<file path="src/hdl/rism_pkg.sv">
// constants, register map and types for the remote io status map
package rism_pkg;
  localparam int DW        = 16;
  localparam int AW        = 8;
  localparam int NUM_CH    = 8;
  localparam int NUM_SLV   = 16;
  localparam int AWORDS    = 16;
  localparam int AIDX_W    = 5;
  localparam int CH_W      = 3;
  localparam int ERR_W     = 8;
  localparam int SAMPLE_W  = 32;
  localparam int ASYNC_W   = NUM_CH * SAMPLE_W + NUM_SLV + ERR_W + NUM_SLV;

  // host word addresses
  localparam logic [AW-1:0] ADDR_SLV_STAT  = 8'h00;
  localparam logic [AW-1:0] ADDR_MST_STAT  = 8'h01;
  localparam logic [AW-1:0] ADDR_DIS_REQ   = 8'h08;
  localparam logic [AW-1:0] ADDR_WIDE_CFG  = 8'h10;
  localparam logic [AW-1:0] ADDR_MAN_CFG   = 8'h11;
  localparam logic [AW-1:0] ADDR_MAN_RST   = 8'h12;
  localparam logic [AW-1:0] ADDR_CTRL      = 8'h13;
  localparam logic [AW-1:0] ADDR_IRQ_STAT  = 8'h14;
  localparam logic [AW-1:0] ADDR_IRQ_MASK  = 8'h15;
  localparam logic [AW-1:0] ADDR_PEND      = 8'h16;
  localparam logic [AW-1:0] ADDR_AIN_BASE  = 8'h40;
  localparam logic [AW-1:0] ADDR_AOUT_BASE = 8'h60;

  // field positions
  localparam int MST_ERR_LSB  = 0;
  localparam int MST_ACK_BIT  = 8;
  localparam int MST_PEND_BIT = 9;
  localparam int CTRL_CLR_BIT = 0;
  localparam int IRQ_ACK      = 0;
  localparam int IRQ_HOTSWAP  = 1;
  localparam int IRQ_ERR      = 2;
  localparam int IRQ_CYCLE    = 3;
  localparam int IRQ_W        = 4;

  // reset values
  localparam logic [DW-1:0]     RST_WORD = 16'h0000;
  localparam logic [NUM_CH-1:0] RST_WIDE = 8'h00;
  localparam logic [IRQ_W-1:0]  RST_IRQ  = 4'h0;

  // timing: one scan step of the update engine
  localparam int CLK_MHZ      = 250;
  localparam int UPD_STEP_NS  = 64;
  localparam int UPD_STEP_CYC = (UPD_STEP_NS * CLK_MHZ + 999) / 1000;
  localparam int DIV_W        = 5;

  typedef enum logic [1:0] {
    SCAN_IDLE = 2'b00,
    SCAN_LO   = 2'b01,
    SCAN_HI   = 2'b11,
    SCAN_DONE = 2'b10
  } rism_scan_t;
endpackage : rism_pkg

</file>
<file path="src/hdl/rism_upd_if.sv">
// link between the scan engine and the shared memory
`timescale 1ns/100ps
interface rism_upd_if;
  import rism_pkg::*;
  logic [NUM_CH-1:0] wide;
  logic [NUM_CH-1:0] wide_act;
  logic              xfer;
  logic              hi;
  logic [CH_W-1:0]   ch;
  logic [AIDX_W-1:0] waddr;
  logic              cycle_done;
  modport engine (input wide, output wide_act, xfer, hi, ch, waddr,
                  cycle_done);
  modport mem    (output wide, input wide_act, xfer, hi, ch, waddr,
                  cycle_done);
endinterface : rism_upd_if

</file>
<file path="src/hdl/rism_scan_engine.sv">
// update engine: walks analog channels one word per step
`timescale 1ns/100ps
module rism_scan_engine
  import rism_pkg::*;
(
  input  wire logic  clk_in,
  input  wire logic  rst_n_in,
  rism_upd_if.engine upd
);
  rism_scan_t        state_q;
  rism_scan_t        state_d;
  logic [DIV_W-1:0]  div_q;
  logic [CH_W-1:0]   ch_q;
  logic [CH_W-1:0]   ch_d;
  logic [NUM_CH-1:0] wide_q;
  logic              tick_w;
  logic              last_w;
  logic [AIDX_W-1:0] base_w [0:NUM_CH];

  assign tick_w = (div_q == DIV_W'(UPD_STEP_CYC - 1));
  assign last_w = (ch_q == CH_W'(NUM_CH - 1));

  // word offsets packed back to back, two per wide channel
  assign base_w[0] = '0;
  for (genvar i = 0; i < NUM_CH; i++) begin : g_base
    assign base_w[i+1] = base_w[i] + (wide_q[i] ? 5'h02 : 5'h01);
  end

  assign upd.wide_act   = wide_q;
  assign upd.ch         = ch_q;
  assign upd.hi         = (state_q == SCAN_HI);
  assign upd.xfer       = tick_w && (state_q == SCAN_LO ||
                                     state_q == SCAN_HI);
  assign upd.waddr      = base_w[ch_q] + {4'h0, upd.hi};
  assign upd.cycle_done = tick_w && (state_q == SCAN_DONE);

  always_comb begin
    state_d = state_q;
    ch_d    = ch_q;
    case (state_q)
      SCAN_IDLE: begin
        state_d = SCAN_LO;
        ch_d    = '0;
      end
      SCAN_LO: begin
        if (wide_q[ch_q]) begin
          state_d = SCAN_HI;
        end else if (last_w) begin
          state_d = SCAN_DONE;
        end else begin
          ch_d = ch_q + 3'h1;
        end
      end
      SCAN_HI: begin
        if (last_w) begin
          state_d = SCAN_DONE;
        end else begin
          state_d = SCAN_LO;
          ch_d    = ch_q + 3'h1;
        end
      end
      SCAN_DONE: state_d = SCAN_IDLE;
      default:   state_d = SCAN_IDLE;
    endcase
  end

  // the engine steps far slower than host accesses
  always_ff @(posedge clk_in) begin
    if (!rst_n_in) begin
      div_q <= '0;
    end else begin
      div_q <= tick_w ? '0 : div_q + 5'h01;
    end
  end

  // layout frozen per cycle so a host edit cannot tear the map
  always_ff @(posedge clk_in) begin
    if (!rst_n_in) begin
      state_q <= SCAN_IDLE;
      ch_q    <= '0;
      wide_q  <= RST_WIDE;
    end else if (tick_w) begin
      state_q <= state_d;
      ch_q    <= ch_d;
      if (state_q == SCAN_IDLE) begin
        wide_q <= upd.wide;
      end
    end
  end

  // helper for the checks below: last word offset written
  logic [AIDX_W-1:0] last_addr_q;
  always_ff @(posedge clk_in) begin
    if (!rst_n_in) begin
      last_addr_q <= '0;
    end else if (upd.xfer) begin
      last_addr_q <= upd.waddr;
    end
  end
endmodule : rism_scan_engine

</file>
<file path="src/hdl/rism_status_map.sv">
// remote io status map: shared host memory, status and slave control
//
// The address-and-strobe port and the placing of the registers were decided locally.
`timescale 1ns/100ps
module rism_status_map
  import rism_pkg::*;
(
  input  wire logic                       clk_in,
  input  wire logic                       rst_n_in,
  input  wire logic [AW-1:0]              addr_in,
  input  wire logic [DW-1:0]              wr_data_in,
  input  wire logic                       wr_in,
  input  wire logic                       rd_in,
  output logic      [DW-1:0]              rd_data_out,
  input  wire logic [NUM_CH*SAMPLE_W-1:0] ain_data_in,
  input  wire logic [NUM_SLV-1:0]         slave_ok_in,
  input  wire logic [ERR_W-1:0]           err_code_in,
  input  wire logic [NUM_SLV-1:0]         hotswap_in,
  output logic      [NUM_CH*SAMPLE_W-1:0] aout_data_out,
  output logic      [NUM_SLV-1:0]         slave_disable_out,
  output logic      [NUM_SLV-1:0]         rescan_out,
  output logic                            irq_out
);
  rism_upd_if upd ();

  rism_scan_engine u_engine (
    .clk_in   (clk_in),
    .rst_n_in (rst_n_in),
    .upd      (upd.engine)
  );

  // pin synchronisers, all slow-side inputs in one bus
  logic [ASYNC_W-1:0]          async_s1_q;
  logic [ASYNC_W-1:0]          async_s2_q;
  logic [NUM_CH*SAMPLE_W-1:0]  ain_s_w;
  logic [NUM_SLV-1:0]          ok_s_w;
  logic [ERR_W-1:0]            err_s_w;
  logic [NUM_SLV-1:0]          hs_s_w;

  always_ff @(posedge clk_in) begin
    if (!rst_n_in) begin
      async_s1_q <= '0;
      async_s2_q <= '0;
    end else begin
      async_s1_q <= {ain_data_in, slave_ok_in, err_code_in, hotswap_in};
      async_s2_q <= async_s1_q;
    end
  end
  assign {ain_s_w, ok_s_w, err_s_w, hs_s_w} = async_s2_q;

  // registers
  logic [DW-1:0]      ain_mem  [0:AWORDS-1];
  logic [DW-1:0]      aout_mem [0:AWORDS-1];
  logic [NUM_SLV-1:0] slv_stat_q;
  logic [ERR_W-1:0]   err_q;
  logic [NUM_SLV-1:0] dis_req_q;
  logic               ack_q;
  logic               ack_d;
  logic [NUM_CH-1:0]  wide_q;
  logic [NUM_SLV-1:0] man_cfg_q;
  logic [NUM_SLV-1:0] pend_q;
  logic [NUM_SLV-1:0] pend_d;
  logic [NUM_SLV-1:0] hs_prev_q;
  logic [IRQ_W-1:0]   irq_q;
  logic [IRQ_W-1:0]   irq_d;
  logic [IRQ_W-1:0]   irq_mask_q;
  logic [IRQ_W-1:0]   irq_mask_d;
  logic [IRQ_W-1:0]   irq_set_w;
  logic [DW-1:0]      rd_data_q;
  logic [NUM_CH*SAMPLE_W-1:0] aout_q;
  logic [NUM_SLV-1:0] disable_q;
  logic [NUM_SLV-1:0] rescan_q;
  logic [NUM_SLV-1:0] rescan_d;
  logic               irq_out_q;

  // decode
  logic              in_ain_w;
  logic              in_aout_w;
  logic [3:0]        midx_w;
  logic [3:0]        widx_w;
  logic              wr_dis_w;
  logic              wr_wide_w;
  logic              wr_man_w;
  logic              wr_mrst_w;
  logic              wr_clr_w;
  logic              wr_mask_w;
  logic              rd_irq_w;
  logic [DW-1:0]     mst_word_w;
  logic [DW-1:0]     rd_mux_w;
  logic [NUM_SLV-1:0] hs_rise_w;
  logic [NUM_SLV-1:0] man_rst_w;
  logic [DW-1:0]     sample_w;

  assign in_ain_w  = addr_in[AW-1:4] == ADDR_AIN_BASE[AW-1:4];
  assign in_aout_w = addr_in[AW-1:4] == ADDR_AOUT_BASE[AW-1:4];
  assign midx_w    = addr_in[3:0];
  assign widx_w    = upd.waddr[3:0];
  assign wr_dis_w  = wr_in && addr_in == ADDR_DIS_REQ;
  assign wr_wide_w = wr_in && addr_in == ADDR_WIDE_CFG;
  assign wr_man_w  = wr_in && addr_in == ADDR_MAN_CFG;
  assign wr_mrst_w = wr_in && addr_in == ADDR_MAN_RST;
  assign wr_clr_w  = wr_in && addr_in == ADDR_CTRL &&
                     wr_data_in[CTRL_CLR_BIT];
  assign wr_mask_w = wr_in && addr_in == ADDR_IRQ_MASK;
  assign rd_irq_w  = rd_in && addr_in == ADDR_IRQ_STAT;
  assign man_rst_w = wr_mrst_w ? wr_data_in : '0;

  // error code low, flags high
  assign mst_word_w = {6'h00, |pend_q, ack_q, err_q};

  assign rd_mux_w =
    in_ain_w                   ? ain_mem[midx_w]          :
    in_aout_w                  ? aout_mem[midx_w]         :
    addr_in == ADDR_SLV_STAT   ? slv_stat_q               :
    addr_in == ADDR_MST_STAT   ? mst_word_w               :
    addr_in == ADDR_DIS_REQ    ? dis_req_q                :
    addr_in == ADDR_WIDE_CFG   ? {8'h00, wide_q}          :
    addr_in == ADDR_MAN_CFG    ? man_cfg_q                :
    addr_in == ADDR_IRQ_STAT   ? {12'h000, irq_q}         :
    addr_in == ADDR_IRQ_MASK   ? {12'h000, irq_mask_q}    :
    addr_in == ADDR_PEND       ? pend_q                   :
                                 RST_WORD;

  // host read data valid only in the cycle after the strobe
  always_ff @(posedge clk_in) begin
    if (!rst_n_in) begin
      rd_data_q <= RST_WORD;
    end else begin
      rd_data_q <= rd_in ? rd_mux_w : RST_WORD;
    end
  end

  // analog words: engine fills inputs, host fills outputs
  assign sample_w = ain_s_w[{upd.ch, upd.hi, 4'h0} +: DW];
  always_ff @(posedge clk_in) begin
    if (!rst_n_in) begin
      for (int i = 0; i < AWORDS; i++) begin
        ain_mem[i] <= RST_WORD;
      end
    end else if (upd.xfer) begin
      ain_mem[widx_w] <= sample_w;
    end
  end

  // output words must already be binary; no conversion here
  always_ff @(posedge clk_in) begin
    if (!rst_n_in) begin
      for (int i = 0; i < AWORDS; i++) begin
        aout_mem[i] <= RST_WORD;
      end
    end else if (wr_in && in_aout_w) begin
      aout_mem[midx_w] <= wr_data_in;
    end
  end

  always_ff @(posedge clk_in) begin
    if (!rst_n_in) begin
      aout_q <= '0;
    end else if (upd.xfer) begin
      aout_q[{upd.ch, upd.hi, 4'h0} +: DW] <= aout_mem[widx_w];
      if (!upd.hi && !upd.wide_act[upd.ch]) begin
        aout_q[{upd.ch, 1'b1, 4'h0} +: DW] <= RST_WORD;
      end
    end
  end

  // status words refresh once per update cycle
  always_ff @(posedge clk_in) begin
    if (!rst_n_in) begin
      slv_stat_q <= '0;
      err_q      <= '0;
    end else if (upd.cycle_done) begin
      slv_stat_q <= ok_s_w;
      err_q      <= err_s_w;
    end
  end

  // disable handshake: a new request drops the ack until
  // the next cycle end applies it to every slave at once
  assign ack_d = wr_dis_w        ? 1'b0       :
                 upd.cycle_done  ? |dis_req_q : ack_q;
  always_ff @(posedge clk_in) begin
    if (!rst_n_in) begin
      dis_req_q <= '0;
      ack_q     <= 1'b0;
      disable_q <= '0;
    end else begin
      ack_q <= ack_d;
      if (wr_dis_w) begin
        dis_req_q <= wr_data_in;
      end
      if (upd.cycle_done) begin
        disable_q <= dis_req_q;
      end
    end
  end

  // configuration, cleared as a whole by the clear command
  always_ff @(posedge clk_in) begin
    if (!rst_n_in) begin
      wide_q    <= RST_WIDE;
      man_cfg_q <= '0;
    end else if (wr_clr_w) begin
      wide_q    <= RST_WIDE;
      man_cfg_q <= '0;
    end else begin
      if (wr_wide_w) begin
        wide_q <= wr_data_in[NUM_CH-1:0];
      end
      if (wr_man_w) begin
        man_cfg_q <= wr_data_in;
      end
    end
  end
  assign upd.wide = wide_q;

  // hot swap: automatic rescan, or hold until host resets it
  assign hs_rise_w = hs_s_w & ~hs_prev_q;
  assign pend_d    = wr_clr_w ? '0 :
                     (pend_q & ~man_rst_w) | (hs_rise_w & man_cfg_q);
  assign rescan_d  = (hs_rise_w & ~man_cfg_q) | (man_rst_w & pend_q);
  always_ff @(posedge clk_in) begin
    if (!rst_n_in) begin
      hs_prev_q <= '0;
      pend_q    <= '0;
      rescan_q  <= '0;
    end else begin
      hs_prev_q <= hs_s_w;
      pend_q    <= pend_d;
      rescan_q  <= rescan_d;
    end
  end

  // interrupts: sticky, read clears, a same-cycle set survives
  assign irq_set_w[IRQ_ACK]     = ack_d & ~ack_q;
  assign irq_set_w[IRQ_HOTSWAP] = |hs_rise_w;
  assign irq_set_w[IRQ_ERR]     = upd.cycle_done && err_s_w != err_q &&
                                  err_s_w != 8'h00;
  assign irq_set_w[IRQ_CYCLE]   = upd.cycle_done;
  assign irq_d      = (irq_q & ~{IRQ_W{rd_irq_w}}) | irq_set_w;
  assign irq_mask_d = wr_mask_w ? wr_data_in[IRQ_W-1:0] : irq_mask_q;
  always_ff @(posedge clk_in) begin
    if (!rst_n_in) begin
      irq_q      <= RST_IRQ;
      irq_mask_q <= RST_IRQ;
      irq_out_q  <= 1'b0;
    end else begin
      irq_q      <= irq_d;
      irq_mask_q <= irq_mask_d;
      irq_out_q  <= |(irq_d & irq_mask_d);
    end
  end

  assign rd_data_out       = rd_data_q;
  assign aout_data_out     = aout_q;
  assign slave_disable_out = disable_q;
  assign rescan_out        = rescan_q;
  assign irq_out           = irq_out_q;
endmodule : rism_status_map

</file>
<file path="config.mk">
export PLATFORM = sky130hd
export DESIGN_NAME = rism_status_map
export DESIGN_NICKNAME = d
export VERILOG_FILES = /design/src/hdl/rism_pkg.sv /design/src/hdl/rism_upd_if.sv /design/src/hdl/rism_scan_engine.sv /design/src/hdl/rism_status_map.sv
export SDC_FILE = /design/constraint.sdc
export NUM_CORES = 2
export LEC_CHECK = 0
export BUFFER_PORTS_ARGS = -buffer_cell sky130_fd_sc_hd__buf_4
export CORE_ASPECT_RATIO = 1.1
export CORE_UTILIZATION = 48
export DETAILED_ROUTE_END_ITERATION = 7
export PLACE_DENSITY = 0.79
export SYNTH_ARGS = -nofsm -noshare
export SYNTH_HDL_FRONTEND = slang
export SYNTH_SLANG_ARGS = --single-unit
</file>
<file path="constraint.sdc">
create_clock -name clk_in -period 6.3 [get_ports clk_in]
set_clock_uncertainty 0.05 [all_clocks]
set_input_delay 0.63 -clock clk_in [delete_from_list [all_inputs] [get_ports clk_in]]
set_output_delay 0.63 -clock clk_in [all_outputs]
set_load 0.005 [all_outputs]
</file>
==> impl.org <==
** Die
- The die covers 127,000 um2.
- Core ar. :: 125,000 um2
- Width of the die :: 340 um
- Height of the die :: 374 um
- The initialized floorplan defines 136 standard-cell rows.
- Initial core utilization :: 48.4%
- During I/O placement, the number of pins put on the boundary was 629.

** STA
- Timing would allow up to 164 MHz.
- For the pin with the worst max-slew slack, the measured transition is 1.30 ns.
- The max-slew violation count is 0.
- The count of endpoints failing hold in the final timing report came to 0.
- Remaining max-slew budget at the tightest pin :: 13.1%
- Period utilisation layout :: 96.9%
- Setup violations remaining at the end of the flow were counted as 0.
- Shortest period the worst path allows :: 6.10 ns

** Pwr
- Post-layout power :: 21,300 uW
- Leakage power :: 0.0286 uW
- Dividing total power by cell area gives a power density of 282 nW/um2.
- The worst-case IR drop observed on VDD is 0.000287 V.

** Drt
- Signal routing reaches up to met5.
- Met3 routed WL :: 21,500 um
- Routed vias/inst :: 5.77
- In the routed design, unresolved DRC markers number 0.
- In this run the remaining antenna-violating nets after routing total 0.
- Number of vias in the routed layout :: 42,700
- Number of DRC markers in iteration 0 :: 4,866
- For this block, wires on met1 add up to 68,600 um.
- The first detailed-routing pass took 8 iterations.
- Wire segments on met2 add up to 93,200 um in the final route.
- Dividing the detail-routed wire length by the instance count gives 26.2 um.
- Total wire length after detailed routing :: 194,000 um

** Place
- Area after DPL :: 67,300 um2
- Input and output buffers added on the ports amount to 628.
- The wire-length estimate of the detail-placed layout is 126,000 um.
- Routability-driven placement finished with a final weighted congestion of 0.940.

** Global routing
- Wire length of the first global-routing pass :: 280,000 um
- After global routing the overflow that remains totals 0.
- The via count of the first global-routing pass is 42,600.
- Entering global routing, the biggest net connects 158 pins.
- Across every metal layer, demand over resource in global routing totals 29.8%.
- The initial antenna violation count was 16.

** Critical path
- The worst setup path is launched from a flop.
- Category of the most critical setup path :: reg2reg
- Highest fanout seen on the critical path :: 6
- Worst Setup End Kind :: flop
- Data arrival time of the critical path :: 6.53 ns
- Req. time, crit path :: 6.72 ns

** Synthesis
- Yosys cell types :: 71
- Top_reg_cell synth :: dfxtp_1
- Synth top cells by count :: 1,020 x dfxtp_1, 972 x and2_1, 512 x edfxtp_1
- dfxtp_1 takes more of the synthesized area than any other cell.
- Synth area leaders :: dfxtp_1 34%, edfxtp_1 25%, mux4_2 11%
- Post-Synthesis Cell Area :: 60,400 um2
- After synthesis, the share of flip-flops with an asynchronous set or reset is 0%.
- Flip-flop and latch count after synthesis :: 1,532
- Counting every instance in the synthesized netlist gives 4,793.
- When the netlist entered floorplanning its net count stood at 5,147.
- Average instance area after synthesis :: 12.6 um2
- Yosys synthesis warning count :: 0
- After synthesis, the largest area contributor takes up 33.8% of total cell area.
- Number of enable flip-flop cells after synthesis :: 512
- The share of the Yosys chip area taken by registers is 59.3%.
- dfxtp_1 is the most common cell in the netlist.

** Final layout
- Post-synthesis to final-layout area growth :: 24.9%
- The post-route netlist has 25.9% of its cells at a drive strength greater than 1.
- After routing the design area is 75,400 um2.
- Number of nets in the finished design :: 5,970

** Clock tree
- The number of clock buffers added by TritonCTS is 148.
- Skew-Pair Late Insertion Delay :: 0.78 ns
- Cell chosen for the clock root :: clkbuf_16
- Maximum level of the CTS H-tree :: 4
- Buffers from clock root to sink, at most :: 3
- TritonCTS built the clock tree.
- Clock-pin slew was measured on the worst setup and hold paths at 0.07 ns.
- Number of clock sinks :: 1,532

** Run status
- The run finished with clean final reports.

** Job
- # Max-Cap Violations :: 0

** Hold path
- The min-delay analysis places its worst path in the category in2reg.
[area by class of cell]
cell class	count	area (um2)
diodes	8	20.0
clock buffers	212	4390
clock inverters	59	726
fillers	9143	49500
inverters	51	194
multi-input cells	2843	23200
flip-flops and latches	1532	35800
well taps	1656	2070
repair buffers	1040	9040
[metal layers]
layer	vias to the layer above	GRT usage [%]
li1	18600	-
met1	20900	35.6
met2	2698	49.5
met3	556	8.16
met4	12	14.7
met5	-	0
[worst paths after layout]
path / startpoint / endpoint / slack, ns / cells after the start
setup / recovery: u_engine.upd.wide_act[0] / ain_mem[13][10] / 0.20 / 22
hold / removal: ain_data_in[220] / async_s1_q[260] / 0.04 / 2
setup reg to reg: u_engine.upd.wide_act[0] / ain_mem[13][10] / 0.20 / 22
hold reg to reg: async_s1_q[97] / async_s2_q[97] / 0.37 / 1
[report_power, final]
group,total (uW),internal [uW],switching [uW]
Sequential,10700,10500,130
Clock,9260,5310,3940
Combinational,1370,664,702
[placed cells by master, fill, tap and decap left out, types with 10 or more instances in the layout]
master	n
nor2_1	83
nand2_1	438
nand4_1	10
a21boi_0	56
o21a_1	16
nor3_1	14
nand2b_1	10
o21ai_0	21
nor2b_2	26
and2b_1	10
buf_12	38
and2_1	971
mux2_2	44
mux4_2	308
mux2i_1	21
clkinv_1	10
dfxtp_1	1019
o31ai_1	240
clkbuf_16	157
clkbuf_8	29
o21ai_2	16
and3_1	46
a22o_1	16
nand3_1	24
inv_1	53
buf_4	723
clkbuf_1	26
xor2_1	14
a21oi_1	67
nor4_1	19
ha_1	23
bufinv_16	10
edfxtp_1	512
a22oi_1	33
a32oi_1	18
dlygate4sd3_1	264
nor2b_1	146
clkinv_2	14
[state kept, by name, indices dropped and copies added, names as in the netlist, 16 cells and up, named ones only]
name / flops
aout_mem: 256
man_cfg_q: 16
aout_data_out: 128
slv_stat_q: 16
ain_mem: 256
slave_disable_out: 16
rd_data_out: 16
pend_q: 16
hs_prev_q: 16
rescan_out: 16
async_s2_q: 296
dis_req_q: 16
async_s1_q: 296
[cell families after synthesis]
kind of cell	share of synthesized area (%)
buffers and inverters	3.05
AND/OR/NAND/NOR	17.3
multiplexers	12.7
AO/OA/AOI/OAI	6.59
XOR/XNOR	0.425
flip-flops	59.3
adder cells (fa/ha/maj)	0.684
[stage by stage]
step	util [%]	setup TNS (ns)	hold slack [ns]	setup WS (ns)	instances
2_1_floorplan	-	0	0.362	0.000268	4793
3_3_place_gp	53.9	-2.41	0.364	-0.0600	6849
3_5_place_dp	53.9	-0.164	0.367	-0.0267	6849
4_1_cts	60.1	0	0.000172	0.00251	7384
5_1_grt	60.4	-0.0831	0.0240	-0.0114	7397
6_report	60.4	0	0.0423	0.196	7401
[critical path, stage by stage (launching register included)]
cell and delay [ns]:
dfxtp_1 0.32, ha_1 0.31, ha_1 0.21, inv_1 0.08, fa_1 0.46, fa_1 0.50, inv_1 0.06, fa_1 0.51
inv_1 0.06, fa_1 0.47, inv_1 0.06, fa_1 0.43, mux4_2 0.46, nand2_1 0.09, o21ai_2 0.09, ha_4 0.28
clkbuf_8 0.19, buf_4 0.15, nor2_1 0.12, nand2_2 0.11, or4_4 0.44, nand2_2 0.13, buf_4 0.21
[what timing repair did]
action                     4_1_cts  5_1_grt
hold endpoints to repair       264        0
setup endpoints to repair       63      573
resized for setup                2       44
hold buffers                   264        0
cloned                           0        5
pin swaps                        0        6
setup buffers                    0        4
(Power assumes the default switching activity.)
